File: config.mk
export PLATFORM = sky130hd
export DESIGN_NAME = basic_timer
export DESIGN_NICKNAME = d
export VERILOG_FILES = /design/src/common/basic_timer_pkg.sv /design/src/design/prescale_tick.sv /design/src/design/basic_timer.sv
export SDC_FILE = /design/constraint.sdc
export NUM_CORES = 1
export LEC_CHECK = 0
export BUFFER_PORTS_ARGS = -buffer_cell sky130_fd_sc_hd__buf_2
export CORE_MARGIN = 1.5
export CORE_UTILIZATION = 48
export CTS_BUF_LIST = sky130_fd_sc_hd__clkbuf_4
export DETAILED_ROUTE_END_ITERATION = 7
export PLACE_DENSITY = 0.77
export SYNTH_ARGS = -nofsm -noshare
export SYNTH_HDL_FRONTEND = slang
export SYNTH_HIERARCHICAL = 1
export SYNTH_SLANG_ARGS = --single-unit
export TNS_END_PERCENT = 20
File: constraint.sdc
create_clock -name mclk_in -period 2.47 [get_ports mclk_in]
set_clock_uncertainty 0.1 [all_clocks]
set_input_delay 0.1235 -clock mclk_in [delete_from_list [all_inputs] [get_ports mclk_in]]
set_output_delay 0.1235 -clock mclk_in [all_outputs]
set_load 0.01 [all_outputs]
File: src/common/basic_timer_pkg.sv
//////////////////////////////////////////////////////////////////////
// Function
// RQ1: The counter counts up in eight bits and on the wrap from all-ones to zero keeps counting and raises a time-out.
// RQ2: While the run enable bit is set, a time-out wakes the system from green low-power mode.
// RQ3: Mode bit 7 enables the timer, with 0 stopping the count and 1 letting it run.
// RQ4: Mode bits 6 to 4 pick the counting clock as the CPU clock divided by 256 for code 0 down to 2 for code 7.
// RQ5: Mode bits 3 and 2 only store the event timer clock source and never affect this counter.
// RQ6: The count register can be read and written, and a write loads a new starting count.
// RQ7: Software loads the count with 256 minus the wanted interval times the prescaled clock rate.
// RQ8: Software stops the timer, disables and clears the interrupt, programs rate and count, then enables both.
// RQ9: Each time-out sets the request flag, which stays set until software clears it by a bit write.
// RQ10: The count advances once per prescaled tick only while enabled and requests an interrupt only when enabled.
// RQ11: Reset clears the mode and count registers, stopping the timer at divide-by-256, with the low mode bits at zero.
//////////////////////////////////////////////////////////////////////
package basic_timer_pkg;

   localparam int ADDR_W = 12;
   localparam int DATA_W = 32;

   // Register indices; the byte address is four times the index.
   localparam logic [ADDR_W-1:0] IDX_MODE = 12'h0D8;
   localparam logic [ADDR_W-1:0] IDX_COUNT = 12'h0D9;
   localparam logic [ADDR_W-1:0] ADDR_MODE = IDX_MODE << 2;
   localparam logic [ADDR_W-1:0] ADDR_COUNT = IDX_COUNT << 2;
   localparam logic [ADDR_W-1:0] ADDR_STATUS = 12'h368;
   localparam logic [ADDR_W-1:0] ADDR_MASK = 12'h36C;

   localparam logic [7:0] MODE_RESET = 8'h00;
   localparam logic [7:0] COUNT_RESET = 8'h00;
   localparam logic [7:0] MODE_WRITE_MASK = 8'hFC;
   localparam logic [7:0] COUNT_MAX = 8'hFF;
   localparam logic [7:0] DIV_FULL_MASK = 8'hFF;
   localparam int STATUS_TIMEOUT_BIT = 0;

   typedef struct packed {
      logic run_enable;
      logic [2:0] prescale_sel;
      logic [1:0] event_timer_clock_src_sel;
      logic [1:0] unused;
   } mode_fields_s;

   typedef struct packed {
      logic sel;
      logic enable;
      logic write;
      logic [ADDR_W-1:0] addr;
      logic [DATA_W-1:0] wdata;
   } apb_req_s;

   typedef enum logic {ACC_IDLE, ACC_DONE} apb_state_e;

endpackage

File: src/design/prescale_tick.sv
`timescale 1ns/1ns
module prescale_tick
   import basic_timer_pkg::*;
(
   input wire logic mclk_in,
   input wire logic rstn_in,
   input wire logic enable_in,
   input wire logic [2:0] sel_in,
   output logic tick_out
);

   logic [7:0] div_reg;
   logic [7:0] div_next;
   logic [7:0] div_mask;

   // Free divider, cleared while stopped so the first tick takes a full period.
   always_comb
   begin
      div_next = enable_in ? div_reg + 8'h01 : 8'h00;
      // RQ4 divisor select
      div_mask = DIV_FULL_MASK >> sel_in;
      tick_out = enable_in && ((div_reg & div_mask) == div_mask);
   end

   always_ff @(posedge mclk_in)
   begin
      if (!rstn_in)
      begin
         div_reg <= 8'h00;
      end
      else
      begin
         div_reg <= div_next;
      end
   end

endmodule

File: src/design/basic_timer.sv
// The implementer's own choice: register access over APB.
`timescale 1ns/1ns
module basic_timer
   import basic_timer_pkg::*;
(
   input wire logic mclk_in,
   input wire logic rstn_in,
   input wire logic psel_in,
   input wire logic penable_in,
   input wire logic pwrite_in,
   input wire logic [ADDR_W-1:0] paddr_in,
   input wire logic [DATA_W-1:0] pwdata_in,
   output logic [DATA_W-1:0] prdata_out,
   output logic pready_out,
   output logic pslverr_out,
   output logic irq_out,
   output logic wake_out
);

   //////////////////////////////////////////////////////////////////////
   // Bus slave.

   apb_req_s req;
   apb_state_e acc_reg;
   apb_state_e acc_next;
   logic [DATA_W-1:0] prdata_reg;
   logic [DATA_W-1:0] prdata_next;
   logic pready_reg;
   logic pready_next;
   logic pslverr_reg;
   logic pslverr_next;
   logic addr_hit;
   logic [DATA_W-1:0] read_word;
   logic fire_write;
   logic wr_mode;
   logic wr_count;
   logic wr_status;
   logic wr_mask;

   mode_fields_s mode_reg;
   mode_fields_s mode_next;
   logic [7:0] count_reg;
   logic [7:0] count_next;
   logic flag_reg;
   logic flag_next;
   logic ien_reg;
   logic ien_next;
   logic irq_reg;
   logic irq_next;
   logic wake_reg;
   logic wake_next;
   logic tick;
   logic timeout;

   assign req = '{sel: psel_in, enable: penable_in, write: pwrite_in, addr: paddr_in, wdata: pwdata_in};

   always_comb
   begin
      addr_hit = (req.addr == ADDR_MODE) || (req.addr == ADDR_COUNT) ||
                 (req.addr == ADDR_STATUS) || (req.addr == ADDR_MASK);
      if (req.addr == ADDR_MODE)
      begin
         read_word = {24'h000000, mode_reg};
      end
      else if (req.addr == ADDR_COUNT)
      begin
         read_word = {24'h000000, count_reg};
      end
      else if (req.addr == ADDR_STATUS)
      begin
         read_word = {31'h0000000, flag_reg};
      end
      else if (req.addr == ADDR_MASK)
      begin
         read_word = {31'h0000000, ien_reg};
      end
      else
      begin
         read_word = 32'h00000000;
      end
   end

   // One wait cycle, then pready stands for one cycle.
   always_comb
   begin
      acc_next = acc_reg;
      pready_next = 1'b0;
      pslverr_next = 1'b0;
      prdata_next = prdata_reg;
      unique case (acc_reg)
         ACC_IDLE:
         begin
            if (req.sel && req.enable)
            begin
               acc_next = ACC_DONE;
               pready_next = 1'b1;
               pslverr_next = !addr_hit;
               prdata_next = req.write ? 32'h00000000 : read_word;
            end
         end
         ACC_DONE:
         begin
            acc_next = ACC_IDLE;
         end
      endcase
   end

   assign fire_write = (acc_reg == ACC_DONE) && req.sel && req.enable && req.write;
   assign wr_mode = fire_write && (req.addr == ADDR_MODE);
   assign wr_count = fire_write && (req.addr == ADDR_COUNT);
   assign wr_status = fire_write && (req.addr == ADDR_STATUS);
   assign wr_mask = fire_write && (req.addr == ADDR_MASK);

   always_ff @(posedge mclk_in)
   begin
      if (!rstn_in)
      begin
         acc_reg <= ACC_IDLE;
         pready_reg <= 1'b0;
         pslverr_reg <= 1'b0;
         prdata_reg <= 32'h00000000;
      end
      else
      begin
         acc_reg <= acc_next;
         pready_reg <= pready_next;
         pslverr_reg <= pslverr_next;
         prdata_reg <= prdata_next;
      end
   end

   assign prdata_out = prdata_reg;
   assign pready_out = pready_reg;
   assign pslverr_out = pslverr_reg;

   //////////////////////////////////////////////////////////////////////
   // Timer core.

   prescale_tick u_prescale
   (
      .mclk_in(mclk_in),
      .rstn_in(rstn_in),
      .enable_in(mode_reg.run_enable),
      .sel_in(mode_reg.prescale_sel),
      .tick_out(tick)
   );

   // RQ1 wrap detection
   assign timeout = mode_reg.run_enable && tick && (count_reg == COUNT_MAX) && !wr_count;

   always_comb
   begin
      // RQ5 plain storage bits
      mode_next = wr_mode ? mode_fields_s'(req.wdata[7:0] & MODE_WRITE_MASK) : mode_reg;
      // RQ6 software load
      if (wr_count)
      begin
         count_next = req.wdata[7:0];
      end
      // RQ10 count on tick
      else if (mode_reg.run_enable && tick)
      begin
         count_next = count_reg + 8'h01;
      end
      // RQ3 hold while stopped
      else
      begin
         count_next = count_reg;
      end
      // RQ9 set wins over clear
      flag_next = timeout || (flag_reg && !(wr_status && req.wdata[STATUS_TIMEOUT_BIT]));
      ien_next = wr_mask ? req.wdata[STATUS_TIMEOUT_BIT] : ien_reg;
      // RQ10 gated request
      irq_next = flag_next && ien_next;
      // RQ2 green mode wake
      wake_next = timeout;
   end

   always_ff @(posedge mclk_in)
   begin
      // RQ11 reset values
      if (!rstn_in)
      begin
         mode_reg <= mode_fields_s'(MODE_RESET);
         count_reg <= COUNT_RESET;
         flag_reg <= 1'b0;
         ien_reg <= 1'b0;
         irq_reg <= 1'b0;
         wake_reg <= 1'b0;
      end
      else
      begin
         mode_reg <= mode_next;
         count_reg <= count_next;
         flag_reg <= flag_next;
         ien_reg <= ien_next;
         irq_reg <= irq_next;
         wake_reg <= wake_next;
      end
   end

   assign irq_out = irq_reg;
   assign wake_out = wake_reg;
endmodule

=== Word level (Yosys, flattened, before mapping) ===
Cells that the tools add are included.
W data, S select, Z words.

* $add $sub $neg: 2
* Eq/ne operators: 6
* Shifts and indexed selects: 1
* Multiplexer cells: 10
* Bitwise gates (word level): 4
* Reductions and logical operators: 27

{| class="wikitable"
|+ Operators by type and width
! operator !! number
|-
| $mux W32 || 2
|-
| $eq A12 B10 Y1 const B || 4
|-
| $mux W8 || 3
|-
| $add A8 B1 Y8 const B || 2
|-
| $logic_and A1 B1 Y1 || 15
|-
| $and A8 B8 Y8 || 1
|-
| $eq A8 B8 Y1 || 1
|-
| $eq A8 B8 Y1 const B || 1
|-
| $shr A8 B3 Y8 const A || 1
|-
| $logic_or A1 B1 Y1 || 4
|-
| $mux W1 || 4
|-
| $reduce_and A2 Y1 || 2
|-
| $logic_not A1 Y1 || 3
|-
| $not A1 Y1 || 3
|-
| $reduce_or A3 Y1 || 1
|-
| $pmux W1 S2 || 1
|-
| $reduce_bool A2 Y1 || 1
|-
| $reduce_or A2 Y1 || 1
|}

* Register bits: 61
* Input bits: 49
* Output and inout port bits: 36
* Logic and storage cells: 63

=== Depth between registers and ports, before layout ===
Gate-level depths: netlist (run 1).

* Depth after elaboration: 9
* Mapped depth: 7
* Depth with buffers taken out: 7

=== Modules after synthesis ===
Netlist (run 1), hierarchy kept.

{| class="wikitable"
|+ By module, submodules not included
! module !! times used !! cells an instance !! area an instance (um2) !! sequential area each (um2)
|-
| basic_timer || 1 || 175 || 1,522.7 || 560.5
|-
| prescale_tick || 1 || 41 || 357.8 || 160.2
|}

=== Worst setup path before layout (run 1) ===
OpenSTA, ideal clock, no wires.

* Path kind: register to register
* Start: reg u_prescale.div_reg[2]
* End: reg irq_reg, in the netlist irq_out
* Setup time: 0.075 ns
* Data arrival time: 1.766 ns
* Data required time: 2.295 ns
* Slack: 0.528 ns
* Stages on the path, launching flop included: 8
* Buffers on the path: 0
* Clock period less this slack: 1.942 ns
* Path through: dfxtp_1 > a41oi_1 > a21oi_1 > o2111a_1 > nand2_1 > or4_1 > a21o_1 > a22oi_2

* Word-level cells in the longest chain between the ends: 8

{| class="wikitable"
|+ RTL lines
! item !! RTL line !! text
|-
| from (decl) || prescale_tick.sv:12 || <nowiki>logic [7:0] div_reg;</nowiki>
|-
| from (signal assigned) || prescale_tick.sv:33 || <nowiki>div_reg <= div_next;</nowiki>
|-
| $and A8 B8 Y8 || prescale_tick.sv:22 || <nowiki>tick_out = enable_in && ((div_reg & div_mask) == div_mask);</nowiki>
|-
| $eq A8 B8 Y1 || prescale_tick.sv:22 ||
|-
| $logic_and A1 B1 Y1 || prescale_tick.sv:22 ||
|-
| net tick || basic_timer.sv:52 || <nowiki>logic tick;</nowiki>
|-
| $logic_and A1 B1 Y1 (3 in a row) || basic_timer.sv:149 || <nowiki>assign timeout = mode_reg.run_enable && tick && (count_reg == COUNT_MAX) && !wr_count;</nowiki>
|-
| $logic_or A1 B1 Y1 || basic_timer.sv:171 || <nowiki>flag_next = timeout || (flag_reg && !(wr_status && req.wdata[STATUS_TIMEOUT_BIT]));</nowiki>
|-
| $logic_and A1 B1 Y1 || basic_timer.sv:174 || <nowiki>irq_next = flag_next && ien_next;</nowiki>
|-
| to (signal assigned) || basic_timer.sv:197 || <nowiki>irq_reg <= irq_next;</nowiki>
|-
| to (decl) || basic_timer.sv:48 || <nowiki>logic irq_reg;</nowiki>
|}

The timed path passes the listed nets, and every way through them passes these cells.
A chain may end at the register's enable or synchronous reset.

=== Worst setup path after layout (run 1) ===
Ends and elaborated chain as after synthesis.

==> impl_results.rst, run 1 <==
.. list-table::
   :header-rows: 1

   * - Metric
     - Value
   * - P&R area growth vs syn
     - 13.77%
   * - Share of final-layout standard cells stronger than drive strength 1
     - 0.2023
   * - Logic pwr share
     - 0.093
   * - Maximum clock rate
     - between 400 and 500 MHz
   * - Outcome
     - complete, no violations
   * - H-Tree Level Count
     - 2
   * - Initial antenna violation count
     - 0
   * - Maximum count of clock buffers along a single path
     - 2
   * - Yosys warnings
     - 6
   * - Design area
     - roughly 0.0021 mm²
   * - CTS sink count
     - 36
   * - Die Span Y
     - 65.59 µm
   * - Input/output buffers
     - 36
   * - Clock latency at the later pin of the worst-skew pair
     - between 0.3 and 0.4 ns
   * - Hold slack final
     - around 0.022 ns
   * - Crit path cell chain
     - a41oi_1 > a21oi_1 > o2111a_1 > nand2_1 > or4_1 > a21o_1 > a22oi_2
   * - Crit path capture type
     - register
   * - Register bit count reported by yosys
     - 36
   * - Overall track demand over capacity in global routing
     - 0.2066
   * - Syn Area/Cell
     - between 8 and 9 µm²
   * - Number of slew-limit violations in the final report
     - 0
   * - Class of the tightest hold or removal check
     - primary input to register
   * - Unrepaired setup endpoints after global routing
     - no
   * - Die footprint
     - between 0.004 and 0.005 mm²
   * - Count of final setup violators
     - 0
   * - Clock tree from TritonCTS
     - yes
   * - Final critical delay including setup and external delays
     - 2.168 ns
   * - Gate count of the mapped netlist
     - 216
   * - Area inside the core boundary
     - roughly 0.0037 mm²
   * - Number of nets in the final layout
     - about 310
   * - Final worst-path setup slack
     - ~0.30 ns
   * - Portion of synthesized cell area occupied by the leading cell type
     - 0.3832
   * - Critical path fanouts, max
     - 6
   * - Via-per-instance ratio
     - around 5.4
   * - Slowest CP cell
     - sky130_fd_sc_hd__or4_1
   * - Critical path's largest stage delay
     - about 0.52 ns
   * - Top area cells in the synthesized netlist
     - sky130_fd_sc_hd__dfxtp_1, sky130_fd_sc_hd__buf_4, sky130_fd_sc_hd__a21oi_1
   * - Fraction of power spent switching nets
     - 0.2598
   * - Internal power component
     - 0.0007178 W
   * - Number of enable-type register cells in the synthesized netlist
     - 0
   * - Cts repair resizes
     - 0
   * - Number of optimization iterations in the first detailed-route pass
     - 4
   * - Vias
     - 1,661
   * - DRT iter0 DRCs
     - between 100 and 150
   * - Final Hold Violating Endpoints
     - 0
   * - Horiz. Die Dim
     - 65.59 µm
   * - Standard cell area after detailed placement
     - approximately 0.0020 mm²
   * - Cell depth of the worst hold path
     - 3
   * - Fraction of synthesis flops using an asynchronous set or reset pin
     - 0
   * - Power per standard cell area
     - about 450 mW/mm²
   * - I/O pin cnt
     - 85
   * - Routed Antenna Nets
     - 0
   * - Element type at the critical path start
     - register
   * - Vias in the first global route
     - 1,530
   * - Global placement routability congestion
     - 0.7941
   * - Site row count
     - 22
   * - Fraction of the yosys area taken by sequential cells
     - 0.3832
   * - Total routed wirelength
     - between 4000 and 5000 µm
   * - R2R Setup Slk
     - between 0.3 and 0.4 ns
   * - Root buf cell
     - sky130_fd_sc_hd__clkbuf_4
   * - Main flop type after synthesis
     - sky130_fd_sc_hd__dfxtp_1
   * - Unique masters post-synth
     - 40
   * - WP data required
     - between 2 and 3 ns
   * - Length in cells of the worst reg-to-reg path
     - 7
   * - Leading post-synthesis cells by instance count
     - sky130_fd_sc_hd__dfxtp_1, sky130_fd_sc_hd__buf_4, sky130_fd_sc_hd__nand2_1, sky130_fd_sc_hd__a21oi_1
   * - Global-route wire length before repair
     - between 6000 and 7000 µm
   * - Largest area contributor in the synthesized netlist
     - sky130_fd_sc_hd__dfxtp_1
   * - Part of the power in the clock network
     - 0.307
   * - Clock buffers created by TritonCTS
     - 5
   * - Cell leakage power
     - ~0.87 nW
   * - Routed wire per std cell
     - between 10 and 15 µm
   * - Register clock-pin slew on the reported worst setup and hold paths
     - around 0.10 ns
   * - Largest net degree at the start of global routing
     - 16
   * - Sum of overflow across all layers after global routing
     - 0
   * - Netlist area before placement
     - approximately 0.0019 mm²
   * - Inserted Diodes
     - 0
   * - Sequential share of power
     - 0.600
   * - Critical path data arrival time
     - about 2.4 ns
   * - Number of maximum-capacitance violations
     - 0
   * - Final cycle utilization of the critical path
     - 0.8779
   * - Post-CTS setup buffer count
     - 0
   * - Largest voltage drop on the vdd net
     - between 0.0002 and 0.0003 V
   * - Fillers
     - 353
   * - Setup TNS
     - 0 ns
   * - Number of DRC violations after detailed routing
     - 0
   * - HPWL after detailed placement
     - 3013 µm
   * - Net switching power
     - about 0.00025 W
   * - Most repeated cell in the gate-level netlist after synthesis
     - sky130_fd_sc_hd__dfxtp_1
   * - Kind of critical path
     - register to register
   * - Worst-case setup slack after placement
     - approximately 0.35 ns
   * - Starting utilization of the core area
     - 0.5061
[what timing repair did]
item / 4_1_cts / 5_1_grt
endpoints found under the hold margin: 7 / 0
endpoints found under the setup margin: 0 / 0
hold buffers: 7 / 0
[kinds of logic (layout without fill, tap and decap cells)]
family,Yosys count,count (layout),synth area share
buf+inv,39,62,0.1284
mux,8,8,0.04258
xor+xnor,10,10,0.04658
other cells,1,24,0.001994
flops,36,36,0.3832
compound gates,50,50,0.1690
simple gates,70,70,0.2149
fa+ha+maj,2,2,0.01330
[power groups by stage]
stage | clock network, W | logic [W] | registers (W)
final | 0.000297 | 0.0000902 | 0.000582
after floorplan | 0 | 0.0000741 | 0.000596
after global routing | 0.000331 | 0.0000985 | 0.000583
after CTS | 0.000305 | 0.0000883 | 0.000582
after global placement | 0 | 0.0000792 | 0.000595
after detailed placement | 0 | 0.0000798 | 0.000595
[worst max-delay path, delay by kind of cell (launching register included)]
kind	cells	cell delay [ns]
and+or+nand+nor	2	0.65
AOI/OAI and AO/OA	5	0.89
DFF	1	0.46
[layout by cell type (no fill, tap or decap), types with 2 or more instances in the layout]
master | Yosys | routed
sky130_fd_sc_hd__or4_1 | 2 | 2
sky130_fd_sc_hd__nand4_1 | 11 | 11
sky130_fd_sc_hd__nor3_1 | 8 | 8
sky130_fd_sc_hd__and4_1 | 2 | 2
sky130_fd_sc_hd__a211oi_1 | 6 | 6
sky130_fd_sc_hd__o21ai_0 | 11 | 11
sky130_fd_sc_hd__xnor2_1 | 7 | 7
sky130_fd_sc_hd__nor2_1 | 11 | 11
sky130_fd_sc_hd__clkbuf_4 | 0 | 5
sky130_fd_sc_hd__and4bb_2 | 2 | 2
sky130_fd_sc_hd__o31ai_1 | 10 | 10
sky130_fd_sc_hd__clkinv_1 | 2 | 3
sky130_fd_sc_hd__dfxtp_1 | 36 | 36
sky130_fd_sc_hd__dlygate4sd3_1 | 0 | 7
sky130_fd_sc_hd__nand2b_1 | 2 | 2
sky130_fd_sc_hd__inv_1 | 6 | 6
sky130_fd_sc_hd__clkinv_2 | 0 | 2
sky130_fd_sc_hd__buf_4 | 24 | 3
sky130_fd_sc_hd__buf_2 | 4 | 36
sky130_fd_sc_hd__nand2_1 | 17 | 17
sky130_fd_sc_hd__ha_1 | 2 | 2
sky130_fd_sc_hd__xor2_1 | 3 | 3
sky130_fd_sc_hd__nand3_1 | 6 | 6
sky130_fd_sc_hd__a21oi_1 | 16 | 16
sky130_fd_sc_hd__mux2i_1 | 8 | 8
sky130_fd_sc_hd__conb_1 | 1 | 24
[metrics by stage]
step                  util  total power (W)  cells
finish              0.5758        0.0009698    310
global route        0.5758         0.001012    310
CTS                 0.5758        0.0009755    310
detailed placement  0.5431        0.0006753    295
global placement    0.5431        0.0006746    295
floorplan                -        0.0006701    239
[worst paths after layout]
path | from | endpoint
worst max-delay path | u_prescale/div_reg[2] | irq_out
worst min-delay path | pwdata_in[1] | count_reg[1]
worst max register to register | u_prescale/div_reg[2] | irq_out
worst min register to register | prdata_out[7] | prdata_out[7]
[layer usage]
layer | vias to the layer above | routed length, µm | part of all wire | GRT usage
met5 | - | 0 | 0 | 0
met2 | 79 | 1849 | 0.45 | 0.3265
li1 | 823 | - | - | -
met1 | 744 | 1905 | 0.46 | 0.2656
met3 | 15 | 262 | 0.063 | 0.05993
met4 | 0 | 108 | 0.026 | 0.07813
[layout make-up]
cell class | instances | area (µm²) | share of cell area
Multi-Input combinational cell | 164 | 1005 | 0.4696
Sequential cell | 36 | 720.7 | 0.3368
Timing Repair Buffer | 46 | 272.8 | 0.1275
Tap cell | 48 | 60.06 | 0.02807
Clock buffer | 5 | 37.54 | 0.01754
Inverter | 8 | 30.03 | 0.01404
Clock inverter | 3 | 13.76 | 0.006433
Power figures use the tool's default switching activity.
==> inputs of run 2 (changes only) <==
--- a/config.mk
+++ b/config.mk
@@ -10,7 +10,8 @@
 export CORE_UTILIZATION = 48
 export CTS_BUF_LIST = sky130_fd_sc_hd__clkbuf_4
 export DETAILED_ROUTE_END_ITERATION = 7
-export PLACE_DENSITY = 0.77
+export PLACE_DENSITY = 0.81
+export SKIP_CTS_REPAIR_TIMING = 1
 export SYNTH_ARGS = -nofsm -noshare
 export SYNTH_HDL_FRONTEND = slang
 export SYNTH_HIERARCHICAL = 1
==> run 2 against run 1 <==
Net effect: the run now ends with negative hold slack left; highest routed layer unchanged; critical endpoint unchanged; clock-buffer cell count is 1 higher; wire length shrank 0.75%; final cell count fell by 0.65%.
==> impl_results.rst, run 2 (synthesized netlist as in run 1, its figures left out) <==
.. list-table::
   :header-rows: 1

   * - Metric
     - Value
   * - Largest net degree at the start of global routing
     - 16 (unchanged)
   * - Number of maximum-capacitance violations
     - 0 (unchanged)
   * - I/O pin cnt
     - 85 (unchanged)
   * - Most frequent cells in the layout
     - sky130_fd_sc_hd__dfxtp_1, sky130_fd_sc_hd__buf_2, sky130_fd_sc_hd__conb_1, sky130_fd_sc_hd__nand2_1, sky130_fd_sc_hd__a21oi_1 (unchanged)
   * - Worst Min Path Start
     - rstn_in (was pwdata_in[1])
   * - Kind of critical path
     - register to register (unchanged)
   * - Site row count
     - 22 (unchanged)
   * - Total routed wirelength
     - 4095 µm (was 4126 µm)
   * - Global-route wire length before repair
     - 6706 µm (was 6796 µm)
   * - Area inside the core boundary
     - 0.003716 mm² (unchanged)
   * - Die footprint
     - 0.004302 mm² (unchanged)
   * - Number of nets in the final layout
     - 311 (was 312)
   * - GRT met3 Usage
     - 0.04623 (was 0.05993)
   * - Register clock-pin slew on the reported worst setup and hold paths
     - 0.10 ns (about the same)
   * - Critical path's largest stage delay
     - 0.54 ns (was 0.52 ns)
   * - Share of final-layout standard cells stronger than drive strength 1
     - 0.2038 (was 0.2023)
   * - Clock tree from TritonCTS
     - yes (unchanged)
   * - Die Span Y
     - 65.59 µm (unchanged)
   * - Number of optimization iterations in the first detailed-route pass
     - 4 (unchanged)
   * - Vias in the first global route
     - 1,543 (was 1,530)
   * - Maximum clock rate
     - 460.6 MHz (was 461.2 MHz)
   * - Critical path data arrival time
     - 2.35 ns (about the same)
   * - Final cycle utilization of the critical path
     - 0.8791 (was 0.8779)
   * - Setup TNS
     - 0 ns (unchanged)
   * - Source of the critical timing path
     - u_prescale/div_reg[2] (unchanged)
   * - Maximum count of clock buffers along a single path
     - 2 (unchanged)
   * - Clock latency at the later pin of the worst-skew pair
     - 0.35 ns (was 0.34 ns)
   * - WP data required
     - 2.65 ns (about the same)
   * - Overall track demand over capacity in global routing
     - 0.2052 (was 0.2066)
   * - Cell leakage power
     - 0.8632 nW (was 0.8683 nW)
   * - Inserted Diodes
     - 0 (unchanged)
   * - Final Hold Violating Endpoints
     - 1 (was 0)
   * - Global placement routability congestion
     - 0.9067 (was 0.7941)
   * - Hold slack final
     - -0.0001922 ns (was 0.02250 ns)
   * - Slowest CP cell
     - sky130_fd_sc_hd__or4_1 (unchanged)
   * - Via-per-instance ratio
     - 5.344 (was 5.358)
   * - Largest voltage drop on the vdd net
     - 0.0002555 V (was 0.0002739 V)
   * - Outcome
     - finished with violations (was complete, no violations)
   * - Clock buffers created by TritonCTS
     - 5 (unchanged)
   * - Class of the tightest hold or removal check
     - primary input to register (unchanged)
   * - Met2 usage in global routing
     - 0.3546 (was 0.3265)
   * - Input/output buffers
     - 36 (unchanged)
   * - Element type at the critical path start
     - register (unchanged)
   * - Starting utilization of the core area
     - 0.5061 (unchanged)
   * - Horiz. Die Dim
     - 65.59 µm (unchanged)
   * - Crit path cell chain
     - a41oi_1 > a21oi_1 > o2111a_1 > nand2_1 > or4_1 > a21o_1 > a22oi_2 (unchanged)
   * - Grt met1 use
     - 0.2373 (was 0.2656)
   * - HPWL after detailed placement
     - 3026 µm (was 3013 µm)
   * - Crit path capture type
     - register (unchanged)
   * - Global route hottest layer
     - met2 (unchanged)
   * - DRT iter0 DRCs
     - 54 (was 105)
   * - P&R area growth vs syn
     - 13.17% (was 13.77%)
   * - Placed Cells
     - 295 (unchanged)
   * - Vias
     - 1,646 (was 1,661)
   * - Critical path fanouts, max
     - 6 (unchanged)
   * - Routed Antenna Nets
     - 0 (unchanged)
   * - Initial antenna violation count
     - 0 (unchanged)
   * - Sum of overflow across all layers after global routing
     - 0 (unchanged)
   * - Routed wire per std cell
     - 13.30 µm (was 13.31 µm)
   * - Power per standard cell area
     - 459.8 mW/mm² (was 453.3 mW/mm²)
   * - Violations in the final reports
     - negative hold slack
   * - Core Util, Final
     - 0.5727 (was 0.5758)
   * - Final critical delay including setup and external delays
     - 2.171 ns (was 2.168 ns)
   * - Number of DRC violations after detailed routing
     - 0 (unchanged)
   * - H-Tree Level Count
     - 2 (unchanged)
   * - Number of slew-limit violations in the final report
     - 0 (unchanged)
   * - Unrepaired setup endpoints after global routing
     - no (unchanged)
   * - CTS sink count
     - 36 (unchanged)
   * - Startpoint of the worst-slack reg-to-reg timing path
     - u_prescale/div_reg[2] (unchanged)
   * - Post-route insts no fill
     - 308 (was 310)
   * - Root buf cell
     - sky130_fd_sc_hd__clkbuf_4 (unchanged)
   * - Count of final setup violators
     - 0 (unchanged)
-- run 2: changes by cell type in the layout (fill, tap and decap cells not counted), sizes merged --
cell	delta
clkbuf	+1
clkinv	-2
dlygate4sd3	-1
-- run 2: critical path: cells and delay by family (launching register included) --
family,cells,cell delay [ns]
flip-flops,1,0.45
AO/OA/AOI/OAI,5,0.88
AND/OR/NAND/NOR,2,0.67
-- run 2: routing by layer --
| metal | share of wire | wire length (µm) |
|---|---|---|
| met3 | 0.052 | 212 |
| met1 | 0.46 | 1901 |
| met4 | 0.021 | 87 |
| met5 | 0 | 0 |
| met2 | 0.46 | 1893 |
-- run 2: power breakdown --
| group | internal [W] | switching (W) |
|---|---|---|
| Clock | 0.000116 | 0.000192 |
| Sequential | 0.000581 | 0.000000632 |
| Combinational | 0.0000310 | 0.0000578 |
-- run 2: area by class of cell --
class	count	area, µm²
Clock inverter	1	5.005
Sequential cell	36	720.7
Timing Repair Buffer	45	262.8
Multi-Input combinational cell	164	1005
Tap cell	48	60.06
Clock buffer	6	45.04
Inverter	8	30.03
Fill cell	370	1588
-- run 2: per-stage QoR --
step                hold WS, ns   power, W  setup WS (ns)  area [µm²]
floorplan                0.1343  0.0006701         0.5282        1967
global placement         0.3090  0.0006744         0.3554        2018
detailed placement       0.3062  0.0006750         0.3443        2018
CTS                    -0.06824  0.0009750         0.3096        2068
global route          -0.003970   0.001009         0.1596        2128
finish               -0.0001922  0.0009786         0.2987        2128
-- run 2: worst paths after layout --
| check | to | slack (ns) | cells after the start |
|---|---|---|---|
| worst min register to register | prdata_out[4] | 0.36 | 2 |
| worst min-delay path | count_reg[7] | -0.0002 | 3 |
| worst max-delay path | irq_out | 0.30 | 7 |
| worst max register to register | irq_out | 0.30 | 7 |
